### config.mk
export PLATFORM = sky130hd
export DESIGN_NAME = aux_monitor
export DESIGN_NICKNAME = d
export VERILOG_FILES = /design/src/pkg/aux_monitor_pkg.sv /design/src/hdl/cycle_timer.sv /design/src/hdl/spi_register_port.sv /design/src/hdl/aux_monitor.sv
export SDC_FILE = /design/constraint.sdc
export NUM_CORES = 1
export LEC_CHECK = 0
export BUFFER_PORTS_ARGS = -buffer_cell sky130_fd_sc_hd__buf_4
export CAP_MARGIN = 10
export CORE_MARGIN = 1
export CORE_UTILIZATION = 60
export CTS_BUF_LIST = sky130_fd_sc_hd__clkbuf_8 sky130_fd_sc_hd__clkbuf_16
export CTS_CLUSTER_SIZE = 12
export DETAILED_ROUTE_END_ITERATION = 8
export MAX_ROUTING_LAYER = met4
export PLACE_DENSITY_LB_ADDON = 0.25
export SLEW_MARGIN = 0
export SYNTH_ARGS = -nofsm -noshare
export SYNTH_HDL_FRONTEND = slang
export SYNTH_SLANG_ARGS = --single-unit
### constraint.sdc
create_clock -name clk_i -period 2.9 [get_ports clk_i]
set_input_delay 0.435 -clock clk_i [delete_from_list [all_inputs] [get_ports clk_i]]
set_output_delay 0.435 -clock clk_i [all_outputs]
set_load 0.02 [all_outputs]
### src/pkg/aux_monitor_pkg.sv
// constants shared by the auxiliary measurement block
package aux_monitor_pkg;

   // ----------------------------------------------------------------
   // register offsets
   // ----------------------------------------------------------------
   localparam logic [6:0] ADC_CONTROL_ADDR         = 7'h0f;
   localparam logic [6:0] BRIDGE_OFFSET_ADDR       = 7'h10;
   localparam logic [6:0] CONVERSION_RESULT_ADDR   = 7'h11;
   localparam logic [6:0] TEMP_SENSOR_CONTROL_ADDR = 7'h12;
   localparam logic [6:0] TEMP_VALUE_OFFSET_ADDR   = 7'h13;
   localparam logic [6:0] BATTERY_THRESHOLD_ADDR   = 7'h1a;
   localparam logic [6:0] BATTERY_LEVEL_ADDR       = 7'h1b;

   // ----------------------------------------------------------------
   // reset values
   // ----------------------------------------------------------------
   localparam logic [7:0] ADC_CONTROL_RESET         = 8'h00;
   localparam logic [7:0] BRIDGE_OFFSET_RESET       = 8'h00;
   localparam logic [7:0] TEMP_SENSOR_CONTROL_RESET = 8'h20;
   localparam logic [7:0] TEMP_VALUE_OFFSET_RESET   = 8'h00;
   localparam logic [7:0] BATTERY_THRESHOLD_RESET   = 8'h14;

   // ----------------------------------------------------------------
   // field positions
   // ----------------------------------------------------------------
   localparam int START_BIT       = 7;
   localparam int INPUT_SEL_LSB   = 4;
   localparam int REF_SEL_LSB     = 2;
   localparam int GAIN_SEL_LSB    = 0;
   localparam int SOFFS_LSB       = 0;
   localparam int RANGE_LSB       = 6;
   localparam int DIG_OFFS_EN_BIT = 5;
   localparam int TRIM_EN_BIT     = 4;
   localparam int TRIM_LSB        = 2;
   localparam int BG_TRIM_LSB     = 0;
   localparam int THRESHOLD_LSB   = 0;

   localparam logic [2:0] INPUT_TEMP_SENSOR = 3'h0;
   localparam logic [1:0] REF_BANDGAP       = 2'h0;
   localparam logic [2:0] BELOW_COUNT_NEED  = 3'h4;

   // ----------------------------------------------------------------
   // timing
   // ----------------------------------------------------------------
   localparam int CLK_PERIOD_NS   = 8;
   localparam int CONV_TIME_US    = 350;
   localparam int BATT_PERIOD_S   = 1;
   localparam int BATT_WINDOW_US  = 250;
   localparam int CONV_CYCLES     =
      (CONV_TIME_US * 1000 + CLK_PERIOD_NS - 1) / CLK_PERIOD_NS;
   localparam int BATT_PERIOD_CYCLES =
      (BATT_PERIOD_S * 1000000000) / CLK_PERIOD_NS;
   localparam int BATT_WINDOW_CYCLES =
      (BATT_WINDOW_US * 1000) / CLK_PERIOD_NS;

   // ----------------------------------------------------------------
   // battery detector sequencing
   // ----------------------------------------------------------------
   typedef enum logic [1:0] {
      batt_idle,
      batt_wait,
      batt_measure
   } batt_state_t;

endpackage

### src/hdl/cycle_timer.sv
// free counter that pulses once every COUNT enabled cycles
`timescale 1ns/1ps
module cycle_timer
   import aux_monitor_pkg::*;
#(
   parameter int COUNT = 16
) (
   input  wire logic clk_i,
   input  wire logic srst_i,
   input  wire logic clear_i,
   input  wire logic run_i,
   output logic      done_o
);
   localparam int W = (COUNT > 1) ? $clog2(COUNT) : 1;
   localparam logic [W-1:0] LAST = W'(COUNT - 1);

   initial begin
      if (COUNT < 2) begin
         $error("cycle_timer: COUNT must be at least 2");
      end
   end

   logic [W-1:0] count;

   always_ff @(posedge clk_i) begin
      if (srst_i || clear_i) begin
         count <= '0;
      end else if (run_i) begin
         count <= (count == LAST) ? '0 : count + 1'b1;
      end
   end

   assign done_o = run_i && !clear_i && (count == LAST);
endmodule

### src/hdl/spi_register_port.sv
// serial register port: r/w bit, 7-bit address, 8 data bits, msb first
`timescale 1ns/1ps
module spi_register_port
   import aux_monitor_pkg::*;
(
   input  wire logic       clk_i,
   input  wire logic       srst_i,
   input  wire logic       sclk_i,
   input  wire logic       select_n_i,
   input  wire logic       sdi_i,
   output logic            sdo_o,
   output logic            sdo_oe_o,
   output logic [6:0]      addr_o,
   output logic [7:0]      wdata_o,
   output logic            wr_o,
   output logic            rd_o,
   input  wire logic [7:0] rdata_i
);
   logic        sclk_q;
   logic [4:0]  bit_count;
   logic [14:0] shift_in;
   logic [7:0]  shift_out;
   logic        is_write;
   logic        load_pending;
   logic        rise;
   logic        fall;

   assign rise = sclk_i && !sclk_q && !select_n_i;
   assign fall = !sclk_i && sclk_q && !select_n_i;

   always_ff @(posedge clk_i) begin
      if (srst_i) begin
         sclk_q <= 1'b0;
      end else begin
         sclk_q <= sclk_i;
      end
   end

   // ----------------------------------------------------------------
   // receive side
   // ----------------------------------------------------------------
   always_ff @(posedge clk_i) begin
      if (srst_i) begin
         bit_count <= '0;
         shift_in  <= '0;
         is_write  <= 1'b0;
         addr_o    <= '0;
         wdata_o   <= '0;
         wr_o      <= 1'b0;
         rd_o      <= 1'b0;
      end else begin
         wr_o <= 1'b0;
         rd_o <= 1'b0;
         if (select_n_i) begin
            bit_count <= '0;
         end else if (rise && bit_count < 5'd16) begin
            shift_in  <= {shift_in[13:0], sdi_i};
            bit_count <= bit_count + 5'd1;
            if (bit_count == 5'd7) begin
               addr_o   <= {shift_in[5:0], sdi_i};
               is_write <= shift_in[6];
               rd_o     <= !shift_in[6];
            end
            if (bit_count == 5'd15) begin
               wdata_o <= {shift_in[6:0], sdi_i};
               wr_o    <= is_write;
            end
         end
      end
   end

   // ----------------------------------------------------------------
   // transmit side, loaded two cycles after the address, then shifts on falling clock
   // ----------------------------------------------------------------
   always_ff @(posedge clk_i) begin
      if (srst_i) begin
         shift_out    <= '0;
         load_pending <= 1'b0;
      end else begin
         load_pending <= rd_o;
         if (load_pending) begin
            shift_out <= rdata_i;
         end else if (fall && bit_count > 5'd8) begin
            shift_out <= {shift_out[6:0], 1'b0};
         end
      end
   end

   assign sdo_o    = shift_out[7];
   assign sdo_oe_o = !select_n_i;
endmodule

### src/hdl/aux_monitor.sv
// auxiliary converter, temperature sensor and battery detector control
//
// Function
// - writing start bit begins conversion; device clears it when done, busy flag
// - conversion lasts 350 us; result valid after that or busy clear
// - input-select and reference-select fields steer converter; zero selects sensor, bandgap
// - bandgap span 0..1.02 V at 4 mV; other references rescale step
// - gain-select field for bridge amplifier; reference may be supply/2 or supply/3
// - 4-bit bridge offset field sets supply-dependent offset voltage
// - temperature sensor powered when selected or routed to analog test bus
// - range field picks temperature scale and step per code
// - digital offset enable adds temperature offset value to result
// - analog trim enable applies trim field to sensor circuit
// - detector enabled digitizes supply in 5 bits; level upper bits read zero
// - level below threshold with interrupt enabled drives active-low interrupt
// - four consecutive below-threshold readings needed before interrupt
// - detector powered once every second for about 250 us per reading
// - detector enabled in sleep starts the RC oscillator
// - battery code steps 50 mV from 1.7 V, 31 above 3.2 V
`timescale 1ns/1ps
module aux_monitor
   import aux_monitor_pkg::*;
#(
   parameter int CONV_COUNT         = CONV_CYCLES,
   parameter int BATT_PERIOD_COUNT  = BATT_PERIOD_CYCLES,
   parameter int BATT_WINDOW_COUNT  = BATT_WINDOW_CYCLES
) (
   input  wire logic       clk_i,
   input  wire logic       srst_i,
   // serial register port
   input  wire logic       sclk_i,
   input  wire logic       select_n_i,
   input  wire logic       sdi_i,
   output logic            sdo_o,
   output logic            sdo_oe_o,
   // loose control from the rest of the chip
   input  wire logic       detector_enable_i,
   input  wire logic       battery_irq_enable_i,
   input  wire logic       status_read_i,
   input  wire logic       sleep_i,
   input  wire logic       test_bus_temp_i,
   // analog front end
   input  wire logic [7:0] converter_code_i,
   input  wire logic [4:0] battery_code_i,
   output logic            converter_power_o,
   output logic [2:0]      input_select_o,
   output logic [1:0]      reference_select_o,
   output logic [1:0]      gain_select_o,
   output logic [3:0]      bridge_offset_o,
   output logic            temp_sensor_on_o,
   output logic [1:0]      temp_range_o,
   output logic [1:0]      analog_trim_o,
   output logic [1:0]      bandgap_trim_o,
   output logic            battery_detector_power_o,
   output logic            rc_osc_enable_o,
   output logic            low_battery_flag_o,
   output logic            interrupt_out_n_o
);
   initial begin
      if (CONV_COUNT < 2 || BATT_WINDOW_COUNT < 2 ||
          BATT_PERIOD_COUNT <= BATT_WINDOW_COUNT) begin
         $error("aux_monitor: timing counts out of range");
      end
   end

   // ----------------------------------------------------------------
   // register port
   // ----------------------------------------------------------------
   logic [6:0] reg_addr;
   logic [7:0] reg_wdata;
   logic       reg_wr;
   logic [7:0] reg_rdata;

   spi_register_port u_port (
      .clk_i      (clk_i),
      .srst_i     (srst_i),
      .sclk_i     (sclk_i),
      .select_n_i (select_n_i),
      .sdi_i      (sdi_i),
      .sdo_o      (sdo_o),
      .sdo_oe_o   (sdo_oe_o),
      .addr_o     (reg_addr),
      .wdata_o    (reg_wdata),
      .wr_o       (reg_wr),
      .rd_o       (),
      .rdata_i    (reg_rdata)
   );

   logic [6:0] adc_control;
   logic [3:0] bridge_offset;
   logic [7:0] conversion_result;
   logic [7:0] temp_sensor_control;
   logic [7:0] temp_value_offset;
   logic [4:0] battery_threshold;
   logic [4:0] battery_level;
   logic       busy;
   logic       conv_done;

   // ----------------------------------------------------------------
   // configuration registers
   // ----------------------------------------------------------------
   always_ff @(posedge clk_i) begin
      if (srst_i) begin
         adc_control         <= ADC_CONTROL_RESET[6:0];
         bridge_offset       <= BRIDGE_OFFSET_RESET[3:0];
         temp_sensor_control <= TEMP_SENSOR_CONTROL_RESET;
         temp_value_offset   <= TEMP_VALUE_OFFSET_RESET;
         battery_threshold   <= BATTERY_THRESHOLD_RESET[4:0];
      end else if (reg_wr) begin
         unique case (reg_addr)
            ADC_CONTROL_ADDR:         adc_control <= reg_wdata[6:0];
            BRIDGE_OFFSET_ADDR:       bridge_offset <= reg_wdata[3:0];
            TEMP_SENSOR_CONTROL_ADDR: temp_sensor_control <= reg_wdata;
            TEMP_VALUE_OFFSET_ADDR:   temp_value_offset <= reg_wdata;
            BATTERY_THRESHOLD_ADDR:   battery_threshold <= reg_wdata[4:0];
            default: ;
         endcase
      end
   end

   always_comb begin
      reg_rdata = 8'h00;
      unique case (reg_addr)
         ADC_CONTROL_ADDR:         reg_rdata = {busy, adc_control};
         BRIDGE_OFFSET_ADDR:       reg_rdata = {4'h0, bridge_offset};
         CONVERSION_RESULT_ADDR:   reg_rdata = conversion_result;
         TEMP_SENSOR_CONTROL_ADDR: reg_rdata = temp_sensor_control;
         TEMP_VALUE_OFFSET_ADDR:   reg_rdata = temp_value_offset;
         BATTERY_THRESHOLD_ADDR:   reg_rdata = {3'h0, battery_threshold};
         BATTERY_LEVEL_ADDR:       reg_rdata = {3'h0, battery_level};
         default:                  reg_rdata = 8'h00;
      endcase
   end

   // ----------------------------------------------------------------
   // analog steering
   // ----------------------------------------------------------------
   assign input_select_o     = adc_control[INPUT_SEL_LSB +: 3];
   assign reference_select_o = adc_control[REF_SEL_LSB +: 2];
   assign gain_select_o      = adc_control[GAIN_SEL_LSB +: 2];
   assign bridge_offset_o    = bridge_offset[SOFFS_LSB +: 4];
   assign temp_range_o       = temp_sensor_control[RANGE_LSB +: 2];
   assign bandgap_trim_o     = temp_sensor_control[BG_TRIM_LSB +: 2];
   assign analog_trim_o      = temp_sensor_control[TRIM_EN_BIT] ?
                               temp_sensor_control[TRIM_LSB +: 2] :
                               2'h0;
   assign temp_sensor_on_o   = (input_select_o == INPUT_TEMP_SENSOR) ||
                               test_bus_temp_i;

   // ----------------------------------------------------------------
   // eight bit converter sequencing
   // ----------------------------------------------------------------
   logic start_req;

   assign start_req = reg_wr && (reg_addr == ADC_CONTROL_ADDR) &&
                      reg_wdata[START_BIT];

   cycle_timer #(
      .COUNT (CONV_COUNT)
   ) u_conv_timer (
      .clk_i   (clk_i),
      .srst_i  (srst_i),
      .clear_i (!busy),
      .run_i   (busy),
      .done_o  (conv_done)
   );

   // a start written while busy is ignored, it does not restart
   always_ff @(posedge clk_i) begin
      if (srst_i) begin
         busy <= 1'b0;
      end else if (!busy && start_req) begin
         busy <= 1'b1;
      end else if (conv_done) begin
         busy <= 1'b0;
      end
   end

   assign converter_power_o = busy;

   // digital offset, saturating at full scale
   logic [8:0] offset_sum;

   assign offset_sum = {1'b0, converter_code_i} +
                       {1'b0, temp_value_offset};

   always_ff @(posedge clk_i) begin
      if (srst_i) begin
         conversion_result <= 8'h00;
      end else if (conv_done) begin
         if (temp_sensor_control[DIG_OFFS_EN_BIT]) begin
            conversion_result <= offset_sum[8] ? 8'hff :
                                 offset_sum[7:0];
         end else begin
            conversion_result <= converter_code_i;
         end
      end
   end

   // ----------------------------------------------------------------
   // battery detector
   // ----------------------------------------------------------------
   batt_state_t batt_state;
   logic        period_tick;
   logic        window_done;
   logic [2:0]  below_count;
   logic        below;
   logic        take_reading;

   cycle_timer #(
      .COUNT (BATT_PERIOD_COUNT)
   ) u_period_timer (
      .clk_i   (clk_i),
      .srst_i  (srst_i),
      .clear_i (batt_state == batt_idle),
      .run_i   (batt_state != batt_idle),
      .done_o  (period_tick)
   );

   cycle_timer #(
      .COUNT (BATT_WINDOW_COUNT)
   ) u_window_timer (
      .clk_i   (clk_i),
      .srst_i  (srst_i),
      .clear_i (batt_state != batt_measure),
      .run_i   (batt_state == batt_measure),
      .done_o  (window_done)
   );

   always_ff @(posedge clk_i) begin
      if (srst_i || !detector_enable_i) begin
         batt_state <= batt_idle;
      end else begin
         unique case (batt_state)
            batt_idle:    batt_state <= batt_measure;
            batt_wait:    if (period_tick) batt_state <= batt_measure;
            batt_measure: if (window_done) batt_state <= batt_wait;
            default:      batt_state <= batt_idle;
         endcase
      end
   end

   assign battery_detector_power_o = (batt_state == batt_measure);
   assign rc_osc_enable_o          = detector_enable_i && sleep_i;
   assign take_reading             = (batt_state == batt_measure) &&
                                     window_done;
   assign below = battery_code_i < battery_threshold;

   // level code passes straight from the 5-bit converter
   always_ff @(posedge clk_i) begin
      if (srst_i) begin
         battery_level <= 5'h00;
      end else if (take_reading) begin
         battery_level <= battery_code_i;
      end
   end

   always_ff @(posedge clk_i) begin
      if (srst_i || !detector_enable_i) begin
         below_count <= 3'h0;
      end else if (take_reading) begin
         if (!below) begin
            below_count <= 3'h0;
         end else if (below_count < BELOW_COUNT_NEED) begin
            below_count <= below_count + 3'h1;
         end
      end
   end

   // set wins over the host's status read clear
   logic flag_set;

   assign flag_set = take_reading && below &&
                     (below_count >= BELOW_COUNT_NEED - 3'h1);

   always_ff @(posedge clk_i) begin
      if (srst_i) begin
         low_battery_flag_o <= 1'b0;
      end else if (flag_set) begin
         low_battery_flag_o <= 1'b1;
      end else if (status_read_i) begin
         low_battery_flag_o <= 1'b0;
      end
   end

   always_ff @(posedge clk_i) begin
      if (srst_i) begin
         interrupt_out_n_o <= 1'b1;
      end else begin
         interrupt_out_n_o <= !(low_battery_flag_o &&
                                battery_irq_enable_i);
      end
   end
endmodule

======== After elaboration in Yosys (flattened, before gate mapping) ========
Cells that the tools add are included.
cells by class
  add/subtract/negate cells ............... 6
  magnitude comparators ................... 5
  equality and inequality tests ........... 18
  muxes and demuxes ....................... 18
  bitwise gates (word level) .............. 4
  reductions and logical operators ........ 52
operator list
  kind                                                 count
  one-hot mux 8 bit (7 select lines)                   1
  equality test 7 x 5 -> 1 bit, second input constant  6
  two-way mux 8 bit                                    4
  adder 27 x 1 -> 27 bit, second input constant        1
  equality test 27 bit, second input constant          1
  two-way mux 27 bit                                   1
  logical AND 1 bit                                    19
  adder 16 x 1 -> 16 bit, second input constant        1
  equality test 16 bit, second input constant          1
  two-way mux 16 bit                                   1
  AND reduction 2 bit                                  8
  adder 15 x 1 -> 15 bit, second input constant        1
  equality test 15 bit, second input constant          1
  two-way mux 15 bit                                   1
  adder 8 x 8 -> 9 bit                                 1
  zero test 1 bit                                      9
  nonzero test 2 bit                                   4
  OR reduction 4 bit                                   2
  equality test 7 x 4 -> 1 bit, second input constant  1
  two-way mux 2 bit                                    3
  two-way mux 3 bit                                    2
  != test 2 bit, second input constant                 3
  one-hot mux 2 bit (3 select lines)                   1
  AND reduction 3 bit                                  2
  other kinds (18)                                     28
storage, ports and cells
  register bits after elaboration ......... 151
  input port bits ......................... 23
  output and inout port bits .............. 25
  word-level logic and storage cells ...... 128

======== Logic depth before layout (Yosys ltp) ========
Gate-level depths: netlist of the first run.
  depth after elaboration ................. 8
  depth in mapped cells ................... 8
  depth with buffers taken out ............ 7

======== Cells and area by module ========
A second synthesis of the first run with hierarchy kept.
unflattened totals
  cells, all modules ...................... 871
  area, all modules ....................... 7653.6 µm²
by module, submodules not included
  module                        times used  cells each  area each (µm²)  seq. area each (µm²)
  aux_monitor                   1           348         2977.9           1061.0
  spi_register_port             1           184         1594.0           800.8
  cycle_timer (u_period_timer)  1           168         1498.9           540.5
  cycle_timer (u_conv_timer)    1           88          809.5            320.3
  cycle_timer (u_window_timer)  1           83          773.2            300.3

======== Least setup slack after synthesis of the first run ========
No wires, ideal clock.
  kind .................................... input to register
  start point ............................. input converter_code_i[0]
  end point ............................... register conversion_result[7]
  setup time .............................. 0.117 ns
  arrival ................................. 2.075 ns
  data required time ...................... 2.783 ns
  setup slack ............................. 0.708 ns
  stages on the path ...................... 7
  path buffers ............................ 0
  cells stage by stage .................... ha_1 > fa_1 > a211oi_1 > o21ai_0 > a31o_2 > nand3b_1 > a32o_1
on the way
  word-level cells in the longest chain between the ends .. 3
RTL lines
  item                  RTL line            source
  from (decl)           aux_monitor.sv:43   input wire logic [7:0] converter_code_i,
  adder 8 x 8 -> 9 bit  aux_monitor.sv:184  assign offset_sum = {1'b0, converter_code_i} +
  two-way mux 8 bit     aux_monitor.sv:192  conversion_result <= offset_sum[8] ? 8'hff :
  two-way mux 8 bit     aux_monitor.sv:191  if (temp_sensor_control[DIG_OFFS_EN_BIT]) begin
  to (signal assigned)  aux_monitor.sv:192
  to (signal assigned)  aux_monitor.sv:195  conversion_result <= converter_code_i;
  to (decl)             aux_monitor.sv:91   logic [7:0] conversion_result;
Every way passes these cells.
A chain may end at the register's enable or synchronous reset.

======== Worst setup path after layout of the first run ========
  start point ............................. register u_port.addr_o[2]
  end point ............................... register temp_value_offset[2]
on the way
  word-level cells in the longest chain between the ends .. 2
RTL lines
  item                           RTL line                 source
  from (decl)                    spi_register_port.sv:13  output logic [6:0] addr_o,
  from (signal assigned)         spi_register_port.sv:60  addr_o <= {shift_in[5:0], sdi_i};
  equality test 7 x 5 -> 1 bit   aux_monitor.sv:110       unique case (reg_addr)
  AND reduction 2 bit (no line)  n/a
  to (signal assigned)           aux_monitor.sv:114       TEMP_VALUE_OFFSET_ADDR: temp_value_offset <= reg_wdata;
  to (decl)                      aux_monitor.sv:93        logic [7:0] temp_value_offset;
Every way passes these cells.

==> flow_metrics.py, run 1 <==
metrics = {
    "status": {
        "status": "complete, no violations",
    },
    "logic_synthesis": {
        "yosysSeqAreaShare_pct": 42.46,
        "avgSynthCellArea_sq_um": 8.661,
        "async_flop_share_pct": 0,
        "synth_top_flop_cell": "dfxtp_1",
        "synthesis.nets": 868,
        "synth_area_sq_um": 7119,
        "synth.distinct_cells": 66,
        "ys_ff_latch": 151,
        "synth-edff-count": 0,
        "synth_warnings": 0,
        "netlist_instances": 822,
    },
    "setup_path": {
        "end_kind": "flop",
        "regToRegStartpoint": "u_port.addr_o[2]",
        "reg2reg_to": "temp_value_offset[2]",
        "startpoint_type": "flop",
        "r2r_setup_slack_ps": 610,
        "path_cells": "or4b_1 > nor2_2 > nand3_2 > mux2i_1 > nor2_1",
        "worst-setup-path-type": "flop to flop",
        "cp_max_fo": 11,
        "slowest_stage": "or4b_1",
        "cp.arrival_ps": 2590,
        "crit_required_ps": 3210,
        "slowest_delay_ps": 700,
        "rr_worst_depth": 5,
    },
    "detailed_routing": {
        "drtIter0Drc": 530,
        "drtPass1Iterations": 9,
        "postRouteAntennaNets": 0,
        "vias": 6073,
        "drc": 0,
        "wl_per_cell_um": 16.56,
        "drt_wl_total_mm": 16.71,
        "routed_via_density": 6.019,
    },
    "grt": {
        "grtUsageTotal_pct": 29.08,
        "globalRouteOverflowTotal": 0,
        "grt_max_degree": 35,
        "antenna_found_initial": 0,
        "grt_pass1_wl_mm": 28.12,
        "grt_pass1_vias": 5995,
    },
    "floorplanning": {
        "die_x_um": 110.9,
        "die_y_um": 110.9,
        "io_pins": 48,
        "core_area_sq_um": 11470,
        "rows": 39,
        "initial_utilization_pct": 62.08,
        "dieArea_sq_um": 12310,
    },
    "layout": {
        "synthToLayoutAreaGrowth_pct": 13.57,
        "num_antenna_cells": 0,
        "post-route-cell-area_sq_um": 8085,
        "nets": 899,
        "fill_cells": 889,
        "final_cell_mix": "dfxtp_1 (151), nor2_1 (110), nand2_1 (83)",
        "final_common_cell": "dfxtp_1",
        "multiInputGateArea_sq_um": 3819,
        "drive_gt1_share_pct": 12.36,
        "final-seq-area_sq_um": 3023,
    },
    "clock_network": {
        "clk_pin_slew_ps": 60,
        "post_cts_buffers": 0,
        "cts_resized": 0,
        "cts_max_level": 4,
        "numCtsBuffers": 17,
        "hold_buffers": 0,
        "clk_latency_ps": 430,
        "clock_tree.buffer_depth": 2,
        "cts_tree": "built",
        "cts-root-buf": "clkbuf_16",
        "clock_sinks": 151,
    },
    "timing": {
        "slew_viol_final": 0,
        "finalCritPeriodShare_pct": 78.88,
        "clock.fmax_mhz": 437.2,
        "tightest_slew_ps": 812.5,
        "fin_crit_ps": 2287,
        "fin_tns_setup_ps": 0,
        "slew_headroom_pct": 45.07,
        "hold_viol": 0,
        "rsz0062_at_grt": "no",
        "final.setup_skew_ps": 7.753,
        "setup_viol": 0,
    },
    "run": {
        "max-cap-violations": 0,
    },
    "placement": {
        "io_buffers": 47,
        "dp_hpwl_mm": 11.94,
        "placed_area_sq_um": 7520,
        "place_congestion": 0.8534,
    },
    "hold_path": {
        "hp-class": "input pin to flop",
        "min_path_cells": 2,
        "hp-start": "battery_irq_enable_i",
        "whs_endpoint": "interrupt_out_n_o",
    },
    "power": {
        "ir_worst_vdd_uv": 748.9,
        "leakage_nw": 2.948,
        "pwr_density_cell_nw_per_um2": 532.4,
    },
}
[cell usage after synthesis (all sizes together), types with 8 or more instances]
cell / number / area share (%)
nor2: 111 / 5.9
dfxtp: 151 / 42
mux2i: 37 / 5.2
buf: 14 / 1.3
xor2: 30 / 3.7
inv: 21 / 1.1
xnor2: 25 / 3.1
a21oi: 56 / 4.0
nand4: 18 / 1.6
a22o: 8 / 0.98
nand3: 57 / 4.1
nor3: 23 / 1.7
and3: 12 / 1.1
o21ai: 9 / 0.63
nand2: 83 / 4.4
ha: 22 / 3.9
clkbuf: 30 / 1.6
[through the flow]
step / hold WS (ps) / cells / total power, mW / setup WS (ps) / utilization (%)
detailed placement: 445.2 / 977 / 2.248 / 458.4 / 65.58
floorplan: 413.8 / 822 / 2.193 / 707.8 / -
global placement: 436.4 / 977 / 2.243 / 479.8 / 65.58
global route: 207.3 / 1009 / 4.443 / 477.9 / 70.51
CTS: 203.1 / 1009 / 4.321 / 617.0 / 70.51
finish: 208.4 / 1009 / 4.305 / 612.6 / 70.51
[per-layer routing]
| layer | up-vias | global-route usage [%] | part of all wire, % |
|---|---|---|---|
| li1 | 2963 | - | - |
| met5 | - | - | 0 |
| met2 | 171 | 50.27 | 51 |
| met1 | 2889 | 32.59 | 41 |
| met3 | 50 | 6.561 | 5.3 |
| met4 | 0 | 11.29 | 2.4 |
[how the worst max path moves through the flow]
stage,slack [ps],from,cells past startpoint,end
floorplan,710,converter_code_i[0],7,conversion_result[7]
global placement,480,converter_code_i[0],8,conversion_result[7]
detailed placement,460,converter_code_i[0],8,conversion_result[7]
CTS,620,u_period_timer.count[0],7,u_period_timer.count[3]
global route,480,u_period_timer.count[0],7,u_period_timer.count[25]
finish,610,u_port.addr_o[2],5,temp_value_offset[2]
[state kept, by name (all words and copies together) (netlist names), 8 cells and up]
| signal | cells |
|---|---|
| u_conv_timer.count | 16 |
| u_window_timer.count | 15 |
| conversion_result | 8 |
| u_port.shift_out | 8 |
| u_port.wdata_o | 8 |
| temp_value_offset | 8 |
| temp_sensor_control | 8 |
| u_period_timer.count | 27 |
[where the power goes]
group / internal [mW] / switching (mW) / total (mW)
logic: 0.0461 / 0.0735 / 0.120
registers: 2.08 / 0.00434 / 2.08
clock network: 1.25 / 0.852 / 2.10
total: 3.37 / 0.930 / 4.30
[critical path: cells and delay by family, from the launching register on]
family	cells	cell delay [ps]
DFF	1	340
muxes	1	240
and+or+nand+nor	4	1600
[final cells by class]
type,count,share of cell area (%)
Clock buffer,17,5.262
Timing Repair Buffer,56,5.200
Multi-Input combinational cell,606,47.23
Tap cell,143,2.213
Sequential cell,151,37.39
Clock inverter,15,1.733
Inverter,21,0.9749
[kinds of logic (layout without fill, tap and decap cells)]
logic type      Yosys count  in the layout  share of synthesized area, %
compound gates          121            121                         11.28
xor+xnor                 55             55                         6.766
fa+ha+maj                23             23                         4.148
buf+inv                  65            109                         3.990
flops                   151            151                         42.46
mux                      42             42                         5.993
simple gates            365            365                         25.36
Note: power is estimated with default switching activity, not from simulation.
==> inputs of run 2 (changes only) <==
clock period = 2.35 ns   (was 2.9 ns; I/O delays follow)
==> run 2 against run 1 <==
Compared with the run above: via count increased by 1.2%; sequential share of layout area decreased by 0.22 points; global-route usage about the same; non-clock buffer count increased by 7; register-to-register slack got worse by 450 ps; cell count increased by 0.69%; critical path depth increased by 2; combinational power increased by 25%; critical endpoint is now conversion_result[7]; largest power group is now registers; highest routed layer unchanged.
==> flow_metrics.py, run 2 (synthesis gave the netlist of run 1 again) <==
metrics = {
    "status": {
        "status": "complete, no violations",
    },
    "power": {
        "clock_power_share_pct": 48.4,
        "leakage_nw": 2.990,
        "pwr-share-seq_pct": 48.7,
        "internal_power_mw": 4.123,
        "pwr_density_cell_nw_per_um2": 648.8,
        "power_mw": 5.276,
        "ir_worst_vdd_uv": 740.4,
        "p_sw_share_pct": 21.85,
        "pwr-share-comb_pct": 2.9,
        "power_switching_mw": 1.153,
    },
    "setup_path": {
        "critPathLaunch": "temp_value_offset[0]",
        "slowest_delay_ps": 420,
        "crit_required_ps": 2660,
        "cp_max_fo": 7,
        "cp.arrival_ps": 2500,
        "end_kind": "flop",
        "worst-setup-path-type": "flop to flop",
        "r2r_setup_slack_ps": 160,
        "startpoint_type": "flop",
        "path_cells": "ha_1 > fa_1 > a211oi_1 > o21ai_0 > a31o_2 > nand3b_1 > a32o_1",
        "regToRegStartpoint": "temp_value_offset[0]",
        "crit_path_end": "conversion_result[7]",
        "rr_worst_depth": 7,
        "reg2reg_to": "conversion_result[7]",
        "slowest_stage": "fa_1",
    },
    "timing": {
        "slew_viol_final": 0,
        "fin_tns_setup_ps": 0,
        "fin_crit_ps": 2186,
        "final.setup_skew_ps": 7.010,
        "hold_viol": 0,
        "slew_headroom_pct": 57.00,
        "hold_ws_ps": 146.1,
        "clock.fmax_mhz": 457.5,
        "tightest_slew_ps": 642.6,
        "finalCritPeriodShare_pct": 93.02,
        "setup_viol": 0,
        "rsz0062_at_grt": "no",
    },
    "clock_network": {
        "hold_buffers": 0,
        "post_cts_buffers": 0,
        "clock_sinks": 151,
        "cts_tree": "built",
        "clock_tree.buffer_depth": 2,
        "numCtsBuffers": 17,
        "cts_max_level": 4,
        "clk_latency_ps": 430,
        "clk_pin_slew_ps": 60,
        "cts_resized": 0,
        "cts-root-buf": "clkbuf_16",
    },
    "layout": {
        "nets": 906,
        "post-route-cell-area_sq_um": 8133,
        "synthToLayoutAreaGrowth_pct": 14.24,
        "final_cell_mix": "dfxtp_1 (151), nor2_1 (110), nand2_1 (83)",
        "finalNonFillerCells": 1016,
        "drive_gt1_share_pct": 13.06,
        "largest_register_ffs": 27,
        "fill_cells": 883,
        "final_common_cell": "dfxtp_1",
        "num_antenna_cells": 0,
        "regMostFlops": "u_period_timer.count",
        "top_regs": "u_period_timer.count x27, u_conv_timer.count x16, u_window_timer.count x15",
    },
    "grt": {
        "grt_pass1_wl_mm": 27.95,
        "gr-usage-met1_pct": 34.47,
        "grt_max_degree": 40,
        "globalRouteOverflowTotal": 0,
        "grt.busiest_layer": "met2",
        "met3_usage_pct": 7.326,
        "use_met2_pct": 48.07,
        "grt_pass1_vias": 5898,
        "grtUsageTotal_pct": 29.03,
        "antenna_found_initial": 0,
    },
    "detailed_routing": {
        "drt_wl_total_mm": 16.64,
        "drtIter0Drc": 601,
        "vias": 6145,
        "wl_per_cell_um": 16.38,
        "postRouteAntennaNets": 0,
        "drtPass1Iterations": 5,
        "drc": 0,
        "routed_via_density": 6.048,
    },
    "floorplanning": {
        "io_pins": 48,
        "core_area_sq_um": 11470,
        "die_x_um": 110.9,
        "initial_utilization_pct": 62.08,
        "die_y_um": 110.9,
        "rows": 39,
        "dieArea_sq_um": 12310,
    },
    "placement": {
        "placed_area_sq_um": 7572,
        "dpl.cell_count": 984,
        "io_buffers": 47,
        "dp_hpwl_mm": 12.06,
        "place_congestion": 0.9117,
    },
    "hold_path": {
        "hp-class": "input pin to flop",
    },
    "run": {
        "max-cap-violations": 0,
    },
}
run 2: cell count changes in the layout (fill, tap and decap cells not counted):
cell / before / now
clkinvlp_4: 4 / 2
buf_4: 56 / 63
clkbuf_8: 0 / 2
inv_6: 0 / 1
clkinv_4: 2 / 3
clkinv_2: 5 / 4
bufinv_16: 2 / 1
run 2: per-stage QoR:
stage                     setup slack, ps  utilization, %
after floorplan                     240.3               -
after global placement              78.62           66.03
after detailed placement            41.74           66.03
after CTS                           174.9           70.92
after global routing                34.10           70.92
final                               164.1           70.92
run 2: area by class of cell:
cell class / count / area, sq um / share of cell area [%]
timing repair buffer: 63 / 473.0 / 5.815
clock inverter: 13 / 107.6 / 1.323
tap: 143 / 178.9 / 2.200
inverter: 21 / 78.83 / 0.9692
multi-input combinational: 606 / 3819 / 46.95
clock buffer: 19 / 452.9 / 5.569
sequential: 151 / 3023 / 37.17
run 2: how the worst min path moves through the flow:
stage                     depth (start not counted)                   to  slack, ps                  from
after floorplan                                   1  u_port.load_pending        410           u_port.rd_o
after global routing                              2    interrupt_out_n_o        140  battery_irq_enable_i
after detailed placement                          1  u_port.load_pending        440           u_port.rd_o
after CTS                                         2    interrupt_out_n_o        150  battery_irq_enable_i
after global placement                            1  u_port.load_pending        430           u_port.rd_o
final                                             2    interrupt_out_n_o        150  battery_irq_enable_i
run 2: critical path: cells and delay by family, from the launching register on:
family	cells	cell delay [ps]
fa+ha+maj	2	650
flops	1	330
compound gates	4	930
simple gates	1	170
run 2: layer usage:
layer  routed length, um  share of wire, %
met4                 357               2.1
met3                 944               5.7
met1                7043                42
met2                8294                50
met5                   0                 0
run 2: power by group through the flow:
stage / logic, mW / registers [mW] / clock network [mW]
after floorplan: 0.0809 / 2.63 / 0
after global placement: 0.143 / 2.63 / 0
after global routing: 0.165 / 2.57 / 2.71
after detailed placement: 0.148 / 2.63 / 0
final: 0.150 / 2.57 / 2.56
after CTS: 0.149 / 2.57 / 2.58
==> inputs of run 3 (changes only) <==
CORE_UTILIZATION = 55   (was 60)
PLACE_DENSITY = 0.74   (was default)
PLACE_DENSITY_LB_ADDON = default   (was 0.25)
clock period = 1.9 ns   (was 2.35 ns; I/O delays follow)
==> run 3 against run 2 <==
Compared with the run above: via count is 1.5% higher; hold slack worse by 71 ps; largest power group is now the clock network; setup slack worse by 190 ps; sequential cell count stayed put; die area is 8.9% higher; the flow now finishes with violations (negative setup slack); highest routed layer unchanged; cell count is 6.6% higher.
==> flow_metrics.py, run 3 (synthesis gave the netlist of run 1 again) <==
metrics = {
    "timing": {
        "fin_crit_ps": 1928,
        "final.setup_skew_ps": 7.398,
        "setup_slack_ps": -28.07,
        "clock.fmax_mhz": 518.7,
        "slew_headroom_pct": 64.88,
        "slew_viol_final": 0,
        "finalCritPeriodShare_pct": 101.5,
        "hold_ws_ps": 75.16,
        "setup_viol": 1,
        "tightest_slew_ps": 526.3,
        "rsz0062_at_grt": "yes",
        "hold_viol": 0,
    },
    "layout": {
        "largest_register_ffs": 27,
        "regMostFlops": "u_period_timer.count",
        "finalNonFillerCells": 1083,
        "top_regs": "u_period_timer.count x27, u_conv_timer.count x16, u_window_timer.count x15",
        "final_common_cell": "dfxtp_1",
        "nets": 945,
        "drive_gt1_share_pct": 19.65,
        "synthToLayoutAreaGrowth_pct": 21.85,
        "num_antenna_cells": 0,
        "final_cell_mix": "dfxtp_1 (145), nor2_1 (110), buf_4 (95)",
    },
    "grt": {
        "globalRouteOverflowTotal": 0,
        "grtUsageTotal_pct": 28.50,
        "antenna_found_initial": 0,
        "grt_pass1_vias": 6173,
        "grt_pass1_wl_mm": 28.79,
        "grt_max_degree": 44,
    },
    "placement": {
        "dp_hpwl_mm": 12.70,
        "dp_worst_setup_slack_ps": -162.2,
        "dpl.cell_count": 1046,
        "io_buffers": 47,
        "place_congestion": 0.8647,
    },
    "floorplanning": {
        "dieArea_sq_um": 13400,
        "initial_utilization_pct": 56.41,
        "core_area_sq_um": 12620,
        "die_x_um": 115.8,
        "io_pins": 48,
        "rows": 41,
        "die_y_um": 115.8,
    },
    "setup_path": {
        "rr_worst_depth": 7,
        "slowest_stage": "dfxtp_4",
        "end_kind": "flop",
        "worst-setup-path-type": "flop to flop",
        "regToRegStartpoint": "temp_value_offset[0]",
        "slowest_delay_ps": 350,
        "crit_required_ps": 2220,
        "reg2reg_to": "conversion_result[7]",
        "startpoint_type": "flop",
        "r2r_setup_slack_ps": -30,
        "cp.arrival_ps": 2250,
        "path_cells": "ha_4 > fa_2 > a211oi_2 > o21ai_1 > a31o_2 > nand3b_1 > a32o_1",
        "cp_max_fo": 7,
    },
    "detailed_routing": {
        "drt_wl_total_mm": 17.69,
        "vias": 6240,
        "postRouteAntennaNets": 0,
        "routed_via_density": 5.762,
        "drtIter0Drc": 509,
        "wl_per_cell_um": 16.34,
        "drtPass1Iterations": 5,
        "drc": 0,
    },
    "hold_path": {
        "whs_endpoint": "interrupt_out_n_o",
        "min_path_cells": 2,
        "hp-class": "input pin to flop",
        "hp-start": "battery_irq_enable_i",
    },
    "clock_network": {
        "clock_tree.buffer_depth": 2,
        "cts-root-buf": "clkbuf_16",
        "clk_latency_ps": 430,
        "clk_pin_slew_ps": 60,
        "numCtsBuffers": 17,
        "clock_sinks": 151,
        "cts_tree": "built",
        "cts_max_level": 4,
    },
    "power": {
        "ir_worst_vdd_uv": 599.1,
        "power_switching_mw": 1.451,
        "pwr-share-seq_pct": 47.5,
        "leakage_nw": 3.244,
        "power_mw": 6.692,
        "p_sw_share_pct": 21.69,
        "pwr_density_cell_nw_per_um2": 771.4,
        "clock_power_share_pct": 49.4,
        "internal_power_mw": 5.240,
        "pwr-share-comb_pct": 3.1,
    },
    "run": {
        "max-cap-violations": 0,
    },
    "status": {
        "violations": "negative setup slack",
        "status": "finished, violations left",
    },
}
-- run 3: changes by cell type in the layout (fill, tap and decap cells not counted), moves of 3 or more --
| cell | change |
|---|---|
| buf_12 | +4 |
| buf_4 | +32 |
| or4b_4 | +3 |
| clkinvlp_4 | +4 |
| dfxtp_2 | +5 |
| dfxtp_1 | -6 |
-- run 3: metal layers --
layer	up-vias	part of all wire, %	wire (um)	global-route usage [%]
met1	2980	43	7562	32.65
met4	0	1.8	310	10.60
met2	174	51	8991	48.77
met5	-	0	0	-
li1	3055	-	-	-
met3	31	4.7	830	6.119
-- run 3: repair_timing --
action	CTS	global route
cloned	1	1
hold endpoints to repair	0	0
endpoints found under the setup margin	26	88
gates resized for setup	6	23
buffers inserted	1	3
hold buffers	0	0
pin swaps	5	9
-- run 3: final cells by class --
class | count | area [sq um]
Inverter | 21 | 78.83
Clock buffer | 19 | 452.9
Clock inverter | 12 | 128.9
Multi-Input combinational cell | 607 | 3950
Timing Repair Buffer | 101 | 815.8
Sequential cell | 151 | 3033
Fill cell | 1038 | 3945
Tap cell | 172 | 215.2
-- run 3: metrics by stage --
step | cell area [sq um] | setup TNS (ps) | util, %
after floorplan | 7141 | 0 | -
after global placement | 7928 | -405.6 | 62.82
after detailed placement | 7928 | -715.3 | 62.82
after CTS | 8551 | -20.95 | 67.76
after global routing | 8675 | -207.9 | 68.74
final | 8675 | -28.07 | 68.74
-- run 3: worst max path at each step --
stage                    startpoint              endpoint  slack, ps  cells after the start
5_1_grt        temp_value_offset[0]  conversion_result[7]       -100                      7
6_report       temp_value_offset[0]  conversion_result[7]        -30                      7
4_1_cts        temp_value_offset[0]  conversion_result[7]        -20                      7
3_3_place_gp    converter_code_i[0]  conversion_result[7]       -140                      8
3_5_place_dp    converter_code_i[0]  conversion_result[7]       -160                      8
2_1_floorplan  temp_value_offset[0]  conversion_result[7]          2                      7
-- run 3: critical path, delay by kind of cell (launching register included) --
| family | cells | cell delay [ps] |
|---|---|---|
| flip-flops | 1 | 350 |
| adder cells (fa/ha/maj) | 2 | 510 |
| AND/OR/NAND/NOR | 1 | 180 |
| AO/OA/AOI/OAI | 4 | 780 |
-- run 3: power by group through the flow --
stage	sequential, mW	combinational (mW)	clock, mW
finish	3.18	0.205	3.31
global route	3.18	0.224	3.50
CTS	3.18	0.202	3.34
detailed placement	3.25	0.200	0
global placement	3.25	0.195	0
floorplan	3.25	0.101	0
